### src/hw/squib_ctl_pkg.sv
// Purpose: shared constants and types of the squib command logic
// Assumes: 8-bit frames, four channels, 20 MHz system clock
// Notes: command codes are the frame values seen on the serial input
package squib_ctl_pkg;
   localparam int channels = 4;
   localparam logic [7:0] cmd_unlock_timer_one = 8'h80;
   localparam logic [7:0] cmd_unlock_timer_two = 8'h81;
   localparam logic [7:0] cmd_unlock_high_test = 8'h82;
   localparam logic [7:0] cmd_unlock_low_test = 8'h83;
   localparam logic [3:0] grp_meas_reset = 4'h3;
   localparam logic [3:0] grp_meas_read = 4'h7;
   localparam logic [3:0] grp_high_code = 4'h1;
   localparam logic [3:0] grp_low_code = 4'h2;
   localparam logic [7:0] cmd_comparator = 8'h79;
   localparam logic [7:0] cmd_thermal = 8'h7F;
   localparam logic [7:0] cmd_nop = 8'h00;
   localparam int clk_hz = 20_000_000;
   localparam int ms_us = 1000;
   localparam int ms_cycles = (clk_hz / 1_000_000) * ms_us;
   localparam int step_us = 10;
   localparam int step_cycles = (clk_hz / 1_000_000) * step_us;
   localparam int thermal_min_us = 2090;
   localparam int thermal_max_us = 2820;
   localparam int thermal_min_cycles = (clk_hz / 1_000_000) * thermal_min_us;
   localparam int thermal_max_cycles = (clk_hz / 1_000_000) * thermal_max_us;
   localparam logic [7:0] timer_reset = 8'h00;
   localparam logic [3:0] test_reset = 4'h0;

   typedef struct packed {
      logic [3:0] high_side;
      logic [3:0] low_side;
   } drive_type;
endpackage : squib_ctl_pkg

### src/hw/squib_ctl.sv
// Purpose: serial command interpreter of a four-channel squib driver
// Assumes: host is a mode-0 serial master; sclk, cs_n, mosi, pins async
// Notes: one frame is eight sclk rising edges while cs_n is low
module squib_ctl
   import squib_ctl_pkg::*;
#(
   parameter int ms_count = ms_cycles
) (
   input wire logic clk,
   input wire logic rst,
   input wire logic sclk,
   input wire logic cs_n,
   input wire logic mosi,
   input wire logic fire_permit_pin_one,
   input wire logic fire_permit_pin_two,
   input wire logic [3:0] arm_fire,
   input wire logic [3:0] current_measure_threshold,
   input wire logic [3:0] fet_turned_on,
   input wire logic thermal_rearm_level,
   output logic miso,
   output logic [3:0] squib_high_output,
   output drive_type test_drive,
   output logic test_limit,
   output logic fire_permit_one,
   output logic fire_permit_two,
   output logic [3:0] thermal_shutdown
);
   typedef enum logic [2:0] {
      idle = 3'b001,
      await_timer = 3'b010,
      await_test = 3'b100
   } phase_type;

   // ------------------------------------------------------------
   // input synchronisers
   // ------------------------------------------------------------
   logic [5:0] sync_a;
   logic [5:0] sync_b;
   logic sclk_d;
   logic cs_d;
   always_ff @(posedge clk) begin
      sync_a <= {sclk, cs_n, mosi, fire_permit_pin_one, fire_permit_pin_two,
                 thermal_rearm_level};
      sync_b <= sync_a;
      sclk_d <= sync_b[5];
      cs_d <= sync_b[4];
   end
   logic sclk_rise;
   logic sclk_fall;
   logic cs_rise;
   logic cs_fall;
   logic pin_one;
   logic pin_two;
   assign sclk_rise = sync_b[5] & ~sclk_d & ~sync_b[4];
   assign sclk_fall = ~sync_b[5] & sclk_d & ~sync_b[4];
   assign cs_rise = sync_b[4] & ~cs_d;
   assign cs_fall = ~sync_b[4] & cs_d;
   assign pin_one = sync_b[2];
   assign pin_two = sync_b[1];

   // ------------------------------------------------------------
   // frame shifter
   // ------------------------------------------------------------
   logic [7:0] rx;
   logic [7:0] tx;
   logic [7:0] reply;
   logic [3:0] bit_cnt;
   logic frame_done;
   assign frame_done = cs_rise && (bit_cnt == 4'd8);
   always_ff @(posedge clk) begin
      if (rst || cs_fall) begin
         bit_cnt <= 4'd0;
         rx <= 8'h00;
      end else if (sclk_rise && bit_cnt != 4'd8) begin
         rx <= {rx[6:0], sync_b[3]};
         bit_cnt <= bit_cnt + 4'd1;
      end
   end
   always_ff @(posedge clk) begin
      if (rst) begin
         tx <= 8'h00;
         miso <= 1'b0;
      end else if (cs_fall) begin
         tx <= {reply[6:0], 1'b0};
         miso <= reply[7];
      end else if (sclk_fall) begin
         tx <= {tx[6:0], 1'b0};
         miso <= tx[7];
      end
   end

   // ------------------------------------------------------------
   // command decoding
   // ------------------------------------------------------------
   phase_type phase;
   logic target_two;
   logic test_low;
   logic [7:0] delay_one;
   logic [7:0] delay_two;
   logic permits_low;
   logic firing;
   assign permits_low = ~pin_one & ~pin_two;
   assign firing = |squib_high_output;
   always_ff @(posedge clk) begin
      if (rst) begin
         phase <= idle;
         target_two <= 1'b0;
         test_low <= 1'b0;
      end else if (frame_done) begin
         case (phase)
            idle: begin
               if (rx == cmd_unlock_timer_one
                   || rx == cmd_unlock_timer_two) begin
                  phase <= await_timer;
                  target_two <= rx[0];
               end else if ((rx == cmd_unlock_high_test
                             || rx == cmd_unlock_low_test)
                            && permits_low) begin
                  phase <= await_test;
                  test_low <= rx[0];
               end
            end
            await_timer: phase <= idle;
            await_test: phase <= idle;
            default: phase <= idle;
         endcase
      end
   end

   // hold delays: unlock clears, data byte loads
   always_ff @(posedge clk) begin
      if (rst) begin
         delay_one <= timer_reset;
         delay_two <= timer_reset;
      end else if (frame_done && phase == idle) begin
         if (rx == cmd_unlock_timer_one) begin
            delay_one <= timer_reset;
         end
         if (rx == cmd_unlock_timer_two) begin
            delay_two <= timer_reset;
         end
      end else if (frame_done && phase == await_timer) begin
         if (target_two) begin
            delay_two <= rx;
         end else begin
            delay_one <= rx;
         end
      end
   end

   // ------------------------------------------------------------
   // fet self-test
   // ------------------------------------------------------------
   logic [3:0] high_fail;
   logic [3:0] low_fail;
   logic test_unlock;
   assign test_unlock = frame_done && phase == idle && permits_low
      && (rx == cmd_unlock_high_test || rx == cmd_unlock_low_test);
   always_ff @(posedge clk) begin
      if (rst || test_unlock || fire_permit_one || fire_permit_two) begin
         test_drive <= '0;
         test_limit <= 1'b0;
      end else if (frame_done && phase == await_test) begin
         if (!test_low && rx[7:4] == grp_high_code) begin
            test_drive.high_side <= rx[3:0];
            test_limit <= |rx[3:0];
         end else if (test_low && rx[7:4] == grp_low_code) begin
            test_drive.low_side <= rx[3:0];
            test_limit <= |rx[3:0];
         end
      end else if (frame_done && phase == idle && rx == cmd_nop) begin
         test_drive <= '0;
         test_limit <= 1'b0;
      end
   end
   always_ff @(posedge clk) begin
      if (rst || test_unlock) begin
         high_fail <= test_reset;
         low_fail <= test_reset;
      end else begin
         high_fail <= high_fail | (test_drive.high_side & ~fet_turned_on);
         low_fail <= low_fail | (test_drive.low_side & ~fet_turned_on);
      end
   end

   // ------------------------------------------------------------
   // fire permits with latch and hold
   // ------------------------------------------------------------
   logic [7:0] ms_left_one;
   logic [7:0] ms_left_two;
   logic [15:0] sub_one;
   logic [15:0] sub_two;
   logic end_one;
   logic end_two;
   logic pin_one_d;
   logic pin_two_d;
   // each pin owns its prescaler, held at zero while the pin is high,
   // so a hold never runs short by part of a millisecond
   assign end_one = sub_one == 16'(ms_count - 1);
   assign end_two = sub_two == 16'(ms_count - 1);
   always_ff @(posedge clk) begin
      if (rst || pin_one || end_one || ms_left_one == 8'h00) begin
         sub_one <= 16'h0000;
      end else begin
         sub_one <= sub_one + 16'h0001;
      end
   end
   always_ff @(posedge clk) begin
      if (rst || pin_two || end_two || ms_left_two == 8'h00) begin
         sub_two <= 16'h0000;
      end else begin
         sub_two <= sub_two + 16'h0001;
      end
   end
   always_ff @(posedge clk) begin
      if (rst) begin
         pin_one_d <= 1'b0;
         pin_two_d <= 1'b0;
         ms_left_one <= 8'h00;
         ms_left_two <= 8'h00;
         fire_permit_one <= 1'b0;
         fire_permit_two <= 1'b0;
      end else begin
         pin_one_d <= pin_one;
         pin_two_d <= pin_two;
         if (pin_one && !pin_one_d) begin
            ms_left_one <= delay_one;
         end else if (!pin_one && end_one && ms_left_one != 8'h00) begin
            ms_left_one <= ms_left_one - 8'h01;
         end
         if (pin_two && !pin_two_d) begin
            ms_left_two <= delay_two;
         end else if (!pin_two && end_two && ms_left_two != 8'h00) begin
            ms_left_two <= ms_left_two - 8'h01;
         end
         fire_permit_one <= pin_one || ms_left_one != 8'h00;
         fire_permit_two <= pin_two || ms_left_two != 8'h00;
      end
   end

   // ------------------------------------------------------------
   // per-channel drive, thermal model and on-time
   // ------------------------------------------------------------
   logic [7:0] on_steps [channels];
   logic [15:0] on_cycles [channels];
   logic [15:0] step_cnt;
   logic step_tick;
   logic [3:0] thermal_flag;
   logic [3:0] meas_clear;
   logic thermal_report;
   assign step_tick = step_cnt == 16'(step_cycles - 1);
   assign meas_clear = (frame_done && phase == idle
      && rx[7:4] == grp_meas_reset) ? rx[3:0] : 4'h0;
   always_ff @(posedge clk) begin
      if (rst || step_tick) begin
         step_cnt <= 16'h0000;
      end else begin
         step_cnt <= step_cnt + 16'h0001;
      end
   end
   for (genvar c = 0; c < channels; c++) begin : g_ch
      always_ff @(posedge clk) begin
         if (rst) begin
            squib_high_output[c] <= 1'b0;
            thermal_shutdown[c] <= 1'b0;
            on_cycles[c] <= 16'h0000;
         end else begin
            // held off while shutdown stands and rearm level absent
            squib_high_output[c] <= arm_fire[c]
               && (fire_permit_one || fire_permit_two)
               && !thermal_shutdown[c];
            if (squib_high_output[c]
                && on_cycles[c] != 16'(thermal_max_cycles)) begin
               on_cycles[c] <= on_cycles[c] + 16'h0001;
            end else if (!squib_high_output[c]) begin
               on_cycles[c] <= 16'h0000;
            end
            // short: current above threshold in the cycle the on-time reaches the window end
            if (squib_high_output[c] && current_measure_threshold[c]
                && on_cycles[c] == 16'(thermal_max_cycles - 1)) begin
               thermal_shutdown[c] <= 1'b1;
            end else if (thermal_shutdown[c] && sync_b[0]) begin
               thermal_shutdown[c] <= 1'b0;
            end
         end
      end
      always_ff @(posedge clk) begin
         if (rst || meas_clear[c]) begin
            on_steps[c] <= 8'h00;
         end else if (squib_high_output[c] && current_measure_threshold[c]
                      && step_tick && on_steps[c] != 8'hFF) begin
            on_steps[c] <= on_steps[c] + 8'h01;
         end
      end
   end

   // thermal latch: set wins over the report clear
   always_ff @(posedge clk) begin
      if (rst) begin
         thermal_flag <= 4'h0;
      end else begin
         thermal_flag <= (thermal_report ? 4'h0 : thermal_flag)
            | thermal_shutdown;
      end
   end

   // ------------------------------------------------------------
   // reply for the next frame
   // ------------------------------------------------------------
   logic show_fail;
   always_ff @(posedge clk) begin
      if (rst) begin
         reply <= 8'h00;
         thermal_report <= 1'b0;
         show_fail <= 1'b0;
      end else if (frame_done) begin
         thermal_report <= phase == idle && rx == cmd_thermal;
         show_fail <= phase == await_test;
         if (phase == await_timer) begin
            reply <= rx;
         end else if (phase == await_test) begin
            reply <= {high_fail, low_fail};
         end else if (rx[7:2] == 6'b100000) begin
            reply <= rx;
         end else if (rx == cmd_comparator) begin
            reply <= {4'h0, current_measure_threshold};
         end else if (rx == cmd_thermal) begin
            reply <= {4'h0, thermal_flag};
         end else if (rx[7:4] == grp_meas_read) begin
            reply <= on_steps[rx[1:0]];
         end else begin
            reply <= 8'h00;
         end
      end else begin
         thermal_report <= 1'b0;
         // fail bits grow while the test runs; the next frame takes
         // whatever stands when its chip select falls
         if (show_fail) begin
            reply <= {high_fail, low_fail};
         end
      end
   end

   // ------------------------------------------------------------
   // checks
   // ------------------------------------------------------------
   a_no_cross_drive: assert property (@(posedge clk) disable iff (rst)
      !(|test_drive.high_side && |test_drive.low_side))
      else $error("high and low test drive together");
   a_test_abort: assert property (@(posedge clk) disable iff (rst)
      fire_permit_one |=> test_drive == '0)
      else $error("test drive during firing enable");
   a_unlock_blocked: assert property (@(posedge clk) disable iff (rst)
      (frame_done && phase == idle && !permits_low) |=> phase != await_test)
      else $error("test unlock taken with permit high");
   a_data_once: assert property (@(posedge clk) disable iff (rst)
      (frame_done && phase != idle) |=> phase == idle)
      else $error("data phase lasted beyond one frame");
   a_fail_clear: assert property (@(posedge clk) disable iff (rst)
      test_unlock |=> high_fail == 4'h0 && low_fail == 4'h0)
      else $error("fail bits not cleared on unlock");
   a_echo_unlock: assert property (@(posedge clk) disable iff (rst)
      (frame_done && phase == idle && rx == cmd_unlock_timer_one)
      |=> reply == cmd_unlock_timer_one)
      else $error("unlock not echoed");
   a_step_hold: assert property (@(posedge clk) disable iff (rst)
      (!current_measure_threshold[0] && !meas_clear[0])
      |=> $stable(on_steps[0]))
      else $error("count moved below threshold");
   a_thermal_min: assert property (@(posedge clk) disable iff (rst)
      $rose(thermal_shutdown[0]) |-> on_cycles[0] >= 16'(thermal_min_cycles))
      else $error("shutdown before minimum on time");
   a_delay_zero: assert property (@(posedge clk) disable iff (rst)
      (frame_done && phase == idle && rx == cmd_unlock_timer_one)
      |=> delay_one == 8'h00)
      else $error("unlock did not clear delay");
   c_program: cover property (@(posedge clk) frame_done
      && phase == await_timer);
   c_test: cover property (@(posedge clk) |test_drive.high_side);
   c_thermal: cover property (@(posedge clk) $rose(thermal_shutdown[0]));
endmodule : squib_ctl

### config.mk
export PLATFORM = sky130hd
export DESIGN_NAME = squib_ctl
export DESIGN_NICKNAME = d
export VERILOG_FILES = /design/src/hw/squib_ctl_pkg.sv /design/src/hw/squib_ctl.sv
export SDC_FILE = /design/constraint.sdc
export NUM_CORES = 1
export LEC_CHECK = 0
export BUFFER_PORTS_ARGS = -buffer_cell sky130_fd_sc_hd__buf_2
export CORE_MARGIN = 1
export CORE_UTILIZATION = 32
export DETAILED_ROUTE_END_ITERATION = 8
export PLACE_DENSITY = 0.48
export SETUP_SLACK_MARGIN = 0.02
export SLEW_MARGIN = 20
export SYNTH_ARGS = -nofsm -noshare
export SYNTH_HDL_FRONTEND = slang
export SYNTH_SLANG_ARGS = --single-unit
### constraint.sdc
create_clock -name clk -period 3.1 [get_ports clk]
set_input_delay 0.31 -clock clk [delete_from_list [all_inputs] [get_ports clk]]
set_output_delay 0.31 -clock clk [all_outputs]
set_load 0.02 [all_outputs]
==> results.sh, run 1 <==
export IMPL_worst_pin_slew_ns=0.836
export IMPL_status="complete, no violations"
export IMPL_wl_met1_mm=14.7
export IMPL_insertion_delay_ns=0.56
export IMPL_async_flop_share_pct=0
export IMPL_instances_no_fill=1870
export IMPL_cts_tree="yes"
export IMPL_holdWs_ns=0.0976
export IMPL_final_min_clock_period_ns=2.47
export IMPL_wire_per_inst_um=15.7
export IMPL_vias=9230
export IMPL_overflow=0
export IMPL_clock_skew_ns=0.00860
export IMPL_rsz0062_at_grt="no"
export IMPL_hpwlAfterDp_mm=20.3
export IMPL_antenna_found_initial=0
export IMPL_cp_max_fo=9
export IMPL_final_cell_area_um2=14200
export IMPL_h_tree_depth=1
export IMPL_finalHoldViolCount=0
export IMPL_synth_top_area_share_pct=26.8
export IMPL_first_pass_iters=5
export IMPL_core_area_um2=37700
export IMPL_io_pins=40
export IMPL_wl_met2_mm=13.0
export IMPL_syn_avg_cell_area_um2=9.57
export IMPL_die_w_um=198
export IMPL_leakagePower_uw=0.00486
export IMPL_first_iter_violations=532
export IMPL_routed_wl_mm=29.4
export IMPL_ys_seq_elements=260
export IMPL_grt_max_degree=41
export IMPL_slew_headroom_pct=44.1
export IMPL_synth_most_common_cell="nor2_1"
export IMPL_cap_violations=0
export IMPL_cts_made_buffers=31
export IMPL_gp_congestion=0.821
export IMPL_synth_edf_count=96
export IMPL_dieHeight_um=198
export IMPL_top_layer_used="met4"
export IMPL_grt_pass1_wl_mm=48.2
export IMPL_netlist_area_um2=12300
export IMPL_multiInputGateArea_um2=5710
export IMPL_vias_per_cell=4.94
export IMPL_antennaDiodeCount=0
export IMPL_ant_nets=0
export IMPL_dr_wl_met3_mm=1.09
export IMPL_synth_area_leader_cell="dfxtp_1"
export IMPL_yosys_warnings=0
export IMPL_ys_top_cells_by_count="242 x nor2_1, 164 x dfxtp_1, 96 x edfxtp_1"
export IMPL_drc_errors=0
export IMPL_io_buffers=39
export IMPL_yosys_most_used_dff="dfxtp_1"
export IMPL_syn_to_final_growth_pct=15.5
export IMPL_fin_tns_setup_ns=0
export IMPL_setup_viol=0
export IMPL_synth_fp_nets=1321
export IMPL_critPathRequiredTime_ns=3.41
export IMPL_final_nets=1376
export IMPL_dieArea_um2=39100
export IMPL_slew_violations=0
export IMPL_dp_cells=1802
export IMPL_rows=71
export IMPL_period_share_pct=79.6
export IMPL_grt_pass1_vias=8949
export IMPL_synthCells=1280
export IMPL_layout_drive_gt1_share_pct=9.93
export IMPL_ff_latch_area_um2=6170
export IMPL_crit_type="reg -> reg"
export IMPL_start_util_pct=32.5
export IMPL_ir_worst_vdd_mv=0.400
export IMPL_post_cts_buffers=0
export IMPL_pwr_density_cell_nw_per_um2=525
export IMPL_endpoint_kind="register"
export IMPL_ys_types=70
export IMPL_synth_area_leaders="dfxtp_1 27%, edfxtp_1 24%, nor2_1 7.4%"
export IMPL_cts_sinks=260
export IMPL_max_freq_mhz=405
export IMPL_fill_cells=3878
export IMPL_path_clk_slew_ns=0.06
export IMPL_arrival_ns=2.78
export IMPL_hold_class="in -> reg"
export IMPL_placed_area_um2=13000
export IMPL_cts_root_buf="clkbuf_16"
export IMPL_critPathLaunchType="register"
export IMPL_cts_path_max_buffers=3
export IMPL_seq_area_frac_synth_pct=50.3
export IMPL_grtUsageTotal_pct=15.2
[per-layer routing]
metal  track usage [%]  vias to the layer above
met5                 0                        -
met4              4.22                        0
met3              2.06                       46
met2              24.1                      137
met1              21.6                     4400
li1                  -                     4647
[state kept, by name, summed over array words and instances, names as in the netlist, 6 cells and up, named ones only]
register     count
on_cycles       64
on_steps        32
step_cnt        16
sub_one         16
sub_two         16
delay_one        8
delay_two        8
ms_left_one      8
ms_left_two      8
reply            8
rx               8
test_drive       8
tx               7
sync_a           6
sync_b           6
[cells in the final DEF (no fill, tap or decap), types with 11 or more instances in the layout]
cell	count
nor4_1	11
inv_1	48
dfxtp_1	164
buf_2	39
edfxtp_1	96
xnor2_1	60
nor2_1	242
a211oi_1	12
or3_1	14
and3_1	19
nand4_1	24
mux2i_1	21
nand2_1	88
clkbuf_16	32
a21oi_1	51
nor3b_1	13
buf_4	20
nor3_1	19
dlygate4sd3_1	11
a22o_1	16
o21ai_0	21
ha_1	21
o211ai_1	11
and4_1	11
nand3_1	89
xor2_1	61
a31oi_1	17
[where the power goes]
| part | internal [µW] | switching, µW |
|---|---|---|
| combinational | 86.3 | 133 |
| sequential | 3570 | 56.5 |
| clock | 2120 | 1460 |
| total | 5780 | 1650 |
[final timing paths]
kind	start	depth (start not counted)	slack, ns	end
max	on_cycles[1][7]$_SDFFCE_PP0P_	5	0.63	on_cycles[1][11]$_SDFFCE_PP0P_
min	fet_turned_on[2]	4	0.1	high_fail[2]$_SDFF_PP0_
max reg2reg	on_cycles[1][7]$_SDFFCE_PP0P_	5	0.63	on_cycles[1][11]$_SDFFCE_PP0P_
min reg2reg	sync_a[1]$_DFF_P_	0	0.33	sync_b[1]$_DFF_P_
[timing repair]
item                      in CTS  in global routing
hold buffers                  11                  0
hold endpoints to repair      12                  0
resized for setup              0                  0
[layout make-up]
type,instances,share of cell area (%)
Sequential cell,260,43.6
Multi-Input combinational cell,924,40.3
Clock buffer,42,6.13
Tap cell,511,4.52
Timing Repair Buffer,70,3.22
Inverter,48,1.27
Clock inverter,15,0.981
[critical path: stages, from the launching register on]
cell,delay (ns)
edfxtp_1,0.42
or4b_1,0.52
or4_1,0.58
o211ai_2,0.39
buf_4,0.25
nor2_1,0.06
[stage by stage]
step	util [%]	setup WS [ns]	power, µW
global route	37.6	0.490	7710
global placement	34.6	0.671	3910
detailed placement	34.6	0.636	3910
CTS	37.6	0.636	7560
finish	37.6	0.633	7430
floorplan	-	0.701	3820
[cells by family (layout without fill, tap and decap cells)]
kind of cell	Yosys count	after routing	synth area share (%)
AND/OR/NAND/NOR	592	592	23.8
adder cells (fa/ha/maj)	21	21	2.14
multiplexers	29	29	3.19
AO/OA/AOI/OAI	161	161	8.81
XOR/XNOR	121	121	8.65
buffers and inverters	96	175	3.11
flip-flops	260	260	50.3
Power figures use the tool's default switching activity.
==> run 2, diff against run 1 <==
--- a/config.mk
+++ b/config.mk
@@ -9,7 +9,7 @@
 export CORE_MARGIN = 1
 export CORE_UTILIZATION = 32
 export DETAILED_ROUTE_END_ITERATION = 8
-export PLACE_DENSITY = 0.48
+export PLACE_DENSITY = 0.49
 export SETUP_SLACK_MARGIN = 0.02
 export SLEW_MARGIN = 20
 export SYNTH_ARGS = -nofsm -noshare
==> constraint.sdc (replaced) <==
create_clock -name clk -period 2.1 [get_ports clk]
set_input_delay 0.21 -clock clk [delete_from_list [all_inputs] [get_ports clk]]
set_output_delay 0.21 -clock clk [all_outputs]
set_load 0.02 [all_outputs]
==> run 2 against run 1 <==
Worst hold slack improved by 0.026 ns. Non-clock buffer count is 87 higher. The run now ends with setup timing left. Largest cell class unchanged. Utilization grew 2.4 points. Critical endpoint is now on_cycles[1][2]$_SDFFCE_PP0P_.
==> results.sh, run 2 (synthesized netlist as in run 1, its figures left out) <==
export IMPL_antennaDiodeCount=0
export IMPL_cts_sinks=260
export IMPL_io_pins=40
export IMPL_clock_skew_ns=0.0145
export IMPL_status="complete, but fails checks"
export IMPL_endpoint_kind="register"
export IMPL_reg_top3="on_cycles: 64 flops, on_steps: 32 flops"
export IMPL_crit_start="on_cycles[1][8]$_SDFFCE_PP0P_"
export IMPL_vias_per_cell=4.87
export IMPL_cts_tree="yes"
export IMPL_critPathRequiredTime_ns=2.41
export IMPL_ff2ff_setup_slack_ns=-0.06
export IMPL_preCtsSetupSlack_ns=-0.122
export IMPL_grt_max_degree=26
export IMPL_met1_usage_pct=22.3
export IMPL_cap_violations=0
export IMPL_pwr_density_cell_nw_per_um2=739
export IMPL_setup_viol=16
export IMPL_ant_nets=0
export IMPL_max_freq_mhz=463
export IMPL_cts_root_buf="clkbuf_16"
export IMPL_start_util_pct=32.5
export IMPL_final_cell_area_um2=15100
export IMPL_path_clk_slew_ns=0.06
export IMPL_dieHeight_um=198
export IMPL_cp_max_fo=16
export IMPL_insertion_delay_ns=0.57
export IMPL_gp_congestion=0.813
export IMPL_critical_path_endpoint="on_cycles[1][2]$_SDFFCE_PP0P_"
export IMPL_layout_common_cells="240 x nor2_1, 162 x dfxtp_1, 99 x buf_4"
export IMPL_first_pass_iters=5
export IMPL_overflow=0
export IMPL_wire_per_inst_um=15.2
export IMPL_finalPower_uw=11100
export IMPL_dp_cells=1878
export IMPL_failed_checks="setup timing"
export IMPL_placed_area_um2=13700
export IMPL_grt_use_met3_pct=2.44
export IMPL_dieArea_um2=39100
export IMPL_period_share_pct=103
export IMPL_r2r_cells=5
export IMPL_grt_pass1_wl_mm=49.1
export IMPL_layout_commonest_cell="nor2_1"
export IMPL_crit_type="reg -> reg"
export IMPL_ir_worst_vdd_mv=0.590
export IMPL_final_min_clock_period_ns=2.16
export IMPL_instances_no_fill=1958
export IMPL_layout_drive_gt1_share_pct=16.8
export IMPL_slew_headroom_pct=59.5
export IMPL_worst_pin_slew_ns=0.602
export IMPL_h_tree_depth=1
export IMPL_largest_reg_flops=64
export IMPL_syn_to_final_growth_pct=22.9
export IMPL_grt_pass1_vias=9297
export IMPL_hpwlAfterDp_mm=21.1
export IMPL_antenna_found_initial=0
export IMPL_grtUsageTotal_pct=15.5
export IMPL_rows=71
export IMPL_vias=9532
export IMPL_layout_setup_ws_ns=-0.0610
export IMPL_arrival_ns=2.48
export IMPL_cts_path_max_buffers=3
export IMPL_cts_made_buffers=31
export IMPL_routed_wl_mm=29.8
export IMPL_finalHoldViolCount=0
export IMPL_core_area_um2=37700
export IMPL_largest_register="on_cycles"
export IMPL_first_iter_violations=615
export IMPL_grt_util_met2_pct=24.3
export IMPL_die_w_um=198
export IMPL_rsz0062_at_grt="yes"
export IMPL_hold_class="in -> reg"
export IMPL_drc_errors=0
export IMPL_io_buffers=39
export IMPL_grt_busiest_layer="met2"
export IMPL_slew_violations=0
export IMPL_leakagePower_uw=0.00536
export IMPL_r2r_start="on_cycles[1][8]$_SDFFCE_PP0P_"
export IMPL_critPathLaunchType="register"
export IMPL_r2r_end="on_cycles[1][2]$_SDFFCE_PP0P_"
export IMPL_final_nets=1464
-- run 2: cell count changes in the layout (fill, tap and decap cells not counted), moves of 3 or more --
cell / delta
buf_12: +4
dlygate4sd3_1: +3
clkinvlp_4: -4
nand3_2: +8
nand3_1: -9
buf_4: +79
-- run 2: layer usage --
layer  part of all wire (%)  up-vias
met5                      0        -
met4                    1.8        0
met3                    3.5       43
met2                     44      123
met1                     51     4550
li1                       -     4816
-- run 2: repair_timing --
item                       4_1_cts  5_1_grt
cloned                           1        1
hold buffers                    14        0
gates resized for setup          4       26
setup endpoints to repair       33      131
buffers inserted                 2        5
pin swaps                        1       13
hold endpoints to repair        18        0
-- run 2: final cells by class --
| cell class | instances | area (µm²) |
|---|---|---|
| flip-flops and latches | 260 | 6170 |
| well taps | 511 | 639 |
| inverters | 48 | 180 |
| multi-input cells | 925 | 5870 |
| clock buffers | 42 | 847 |
| fillers | 3805 | 22600 |
| clock inverters | 15 | 174 |
| repair buffers | 157 | 1180 |
-- run 2: worst min-delay path by stage --
stage / depth (start not counted) / end / from / slack, ns
6_report: 2 / fire_permit_two$_SDFF_PP0_ / rst / 0.12
3_5_place_dp: 1 / sync_a[0]$_DFF_P_ / thermal_rearm_level / 0.31
4_1_cts: 2 / fire_permit_two$_SDFF_PP0_ / rst / 0.11
5_1_grt: 2 / fire_permit_two$_SDFF_PP0_ / rst / 0.12
2_1_floorplan: 0 / sync_a[0]$_DFF_P_ / thermal_rearm_level / 0.24
3_3_place_gp: 1 / sync_a[0]$_DFF_P_ / thermal_rearm_level / 0.32
-- run 2: stage by stage --
step                hold slack, ns  utilization (%)  setup TNS (ns)
finish                       0.123             40.0          -0.674
global placement             0.316             36.3           -1.67
global route                 0.123             40.0           -1.78
detailed placement           0.315             36.3           -2.63
CTS                          0.112             39.6          -0.483
floorplan                    0.238                -          -0.113
-- run 2: power by group --
part	internal, µW	switching, µW
Combinational	161	217
Clock	3290	2120
Sequential	5270	73.3
Total	8720	2410
-- run 2: worst max-delay path, stage by stage (launching register included) --
cell and delay [ns]:
edfxtp_1 0.39, or4b_1 0.54, or4_4 0.54, o211ai_4 0.20, buf_12 0.17, nor2_1 0.06
==> run 3, diff against run 2 <==
--- a/config.mk
+++ b/config.mk
@@ -5,11 +5,11 @@
 export SDC_FILE = /design/constraint.sdc
 export NUM_CORES = 1
 export LEC_CHECK = 0
-export BUFFER_PORTS_ARGS = -buffer_cell sky130_fd_sc_hd__buf_2
 export CORE_MARGIN = 1
 export CORE_UTILIZATION = 32
 export DETAILED_ROUTE_END_ITERATION = 8
-export PLACE_DENSITY = 0.49
+export DONT_BUFFER_PORTS = 1
+export PLACE_DENSITY = 0.48
 export SETUP_SLACK_MARGIN = 0.02
 export SLEW_MARGIN = 20
 export SYNTH_ARGS = -nofsm -noshare
==> run 3 against run 2 <==
The run still ends with setup timing left. Routed wire length up 0.34%. First-iteration DRC count is 29% lower. Sequential cell count unchanged. Utilization decreased by 0.48 points. Sequential share of layout area is 0.48 points higher.
==> results.sh, run 3 (synthesized netlist as in run 1, its figures left out) <==
export IMPL_ir_worst_vdd_mv=0.609
export IMPL_arrival_ns=2.47
export IMPL_cp_max_fo=8
export IMPL_failed_checks="setup timing"
export IMPL_first_iter_violations=437
export IMPL_crit_type="reg -> reg"
export IMPL_cts_root_buf="clkbuf_16"
export IMPL_slew_violations=0
export IMPL_clock_skew_ns=0.0385
export IMPL_layout_setup_ws_ns=-0.0603
export IMPL_largest_reg_flops=64
export IMPL_grt_max_degree=60
export IMPL_cp_cell_sequence="or4b_1, or4_4, o211ai_4, clkbuf_16, nor2_1"
export IMPL_layout_common_cells="231 x nor2_1, 164 x dfxtp_1, 96 x edfxtp_1"
export IMPL_insertion_delay_ns=0.59
export IMPL_clkPwrFrac_pct=47.9
export IMPL_h_tree_depth=1
export IMPL_hold_class="in -> reg"
export IMPL_combPwrFrac_pct=3.2
export IMPL_critical_path_max_stage_delay_ns=0.53
export IMPL_switching_share_pct=21.9
export IMPL_final_min_clock_period_ns=2.16
export IMPL_core_area_um2=37700
export IMPL_instances_no_fill=1919
export IMPL_syn_to_final_growth_pct=21.4
export IMPL_status="complete, but fails checks"
export IMPL_p_int_uw=8540
export IMPL_dieArea_um2=39100
export IMPL_start_util_pct=32.5
export IMPL_rsz0062_at_grt="yes"
export IMPL_final_nets=1424
export IMPL_die_w_um=198
export IMPL_cts_made_buffers=31
export IMPL_cts_path_max_buffers=3
export IMPL_grt_pass1_vias=9013
export IMPL_setup_viol=16
export IMPL_period_share_pct=103
export IMPL_layout_commonest_cell="nor2_1"
export IMPL_io_buffers=0
export IMPL_leakagePower_uw=0.00515
export IMPL_layout_drive_gt1_share_pct=14.5
export IMPL_dp_cells=1836
export IMPL_path_clk_slew_ns=0.06
export IMPL_finalPower_uw=10900
export IMPL_io_pins=40
export IMPL_ant_nets=0
export IMPL_critPathSlowestCell="or4b_1"
export IMPL_reg_top3="on_cycles: 64 flops, on_steps: 32 flops"
export IMPL_cts_tree="yes"
export IMPL_gp_congestion=0.811
export IMPL_rows=71
export IMPL_placed_area_um2=13400
export IMPL_worst_pin_slew_ns=0.597
export IMPL_grtUsageTotal_pct=15.4
export IMPL_dieHeight_um=198
export IMPL_pwr_density_cell_nw_per_um2=735
export IMPL_max_freq_mhz=463
export IMPL_critPathLaunchType="register"
export IMPL_cap_violations=0
export IMPL_overflow=0
export IMPL_cts_sinks=260
export IMPL_grt_pass1_wl_mm=48.3
export IMPL_first_pass_iters=6
export IMPL_critPathRequiredTime_ns=2.41
export IMPL_hpwlAfterDp_mm=20.7
export IMPL_drc_errors=0
export IMPL_switching_power_uw=2390
export IMPL_slew_headroom_pct=59.9
export IMPL_antennaDiodeCount=0
export IMPL_routed_wl_mm=29.9
export IMPL_antenna_found_initial=0
export IMPL_vias=9399
export IMPL_vias_per_cell=4.90
export IMPL_finalHoldViolCount=0
export IMPL_endpoint_kind="register"
export IMPL_wire_per_inst_um=15.6
export IMPL_largest_register="on_cycles"
export IMPL_final_cell_area_um2=14900
export IMPL_pwr_share_seq_pct=49.0
[run 3: cell count changes in the layout (fill, tap and decap cells not counted), moves of 5 or more]
| cell | before | now |
|---|---|---|
| clkbuf_8 | 3 | 9 |
| buf_2 | 39 | 0 |
| nor2_4 | 1 | 6 |
| nor2_1 | 240 | 231 |
[run 3: worst paths after layout]
check,endpoint,cells after the start,startpoint,slack [ns]
max,on_cycles[1][7]$_SDFFCE_PP0P_,5,on_cycles[1][7]$_SDFFCE_PP0P_,-0.06
min,high_fail[0]$_SDFF_PP0_,2,rst,0.03
max reg2reg,on_cycles[1][7]$_SDFFCE_PP0P_,5,on_cycles[1][7]$_SDFFCE_PP0P_,-0.06
min reg2reg,sync_b[2]$_DFF_P_,0,sync_a[2]$_DFF_P_,0.32
[run 3: timing repair]
item	CTS	global route
pin swaps	1	9
buffers inserted	1	3
gates cloned	1	1
endpoints found under the setup margin	36	138
hold endpoints to repair	77	16
gates resized for setup	4	34
hold buffers	18	1
[run 3: power by group through the flow]
stage               Combinational (µW)  Sequential [µW]  Clock [µW]
floorplan                          207             5440           0
global placement                   284             5460           0
detailed placement                 285             5460           0
CTS                                345             5350        5410
global route                       383             5360        5590
finish                             348             5350        5230
[run 3: final cells by class]
cell class,count,area (µm²)
clock inverters,6,37.5
multi-input cells,925,5910
repair buffers,117,977
well taps,511,639
inverters,48,180
clock buffers,52,970
flip-flops and latches,260,6170
fillers,3757,22800
[run 3: routing by layer]
layer	share of wire, %	vias up	GRT usage (%)	wire (µm)
met5	0	-	0	0
met4	2.4	0	4.28	709
met3	4.0	48	2.45	1200
met2	44	144	24.0	13100
met1	50	4455	22.1	14900
li1	-	4752	-	-
[run 3: critical path: cells and delay by family, from the launching register on]
| kind | cells | cell delay [ns] |
|---|---|---|
| buffers and inverters | 1 | 0.21 |
| and+or+nand+nor | 3 | 1.05 |
| DFF | 1 | 0.37 |
| AOI/OAI and AO/OA | 1 | 0.29 |
[run 3: through the flow]
| step | TNS, ns | hold slack [ns] | setup WS (ns) | utilization, % |
|---|---|---|---|---|
| after detailed placement | -0.999 | 0.238 | -0.0616 | 35.7 |
| after CTS | -0.369 | 0.0113 | -0.0382 | 39.0 |
| after global routing | -1.70 | 0.0241 | -0.114 | 39.5 |
| final | -0.868 | 0.0272 | -0.0603 | 39.5 |
| after floorplan | -0.113 | 0.238 | -0.0130 | - |
| after global placement | -0.573 | 0.238 | -0.0363 | 35.7 |
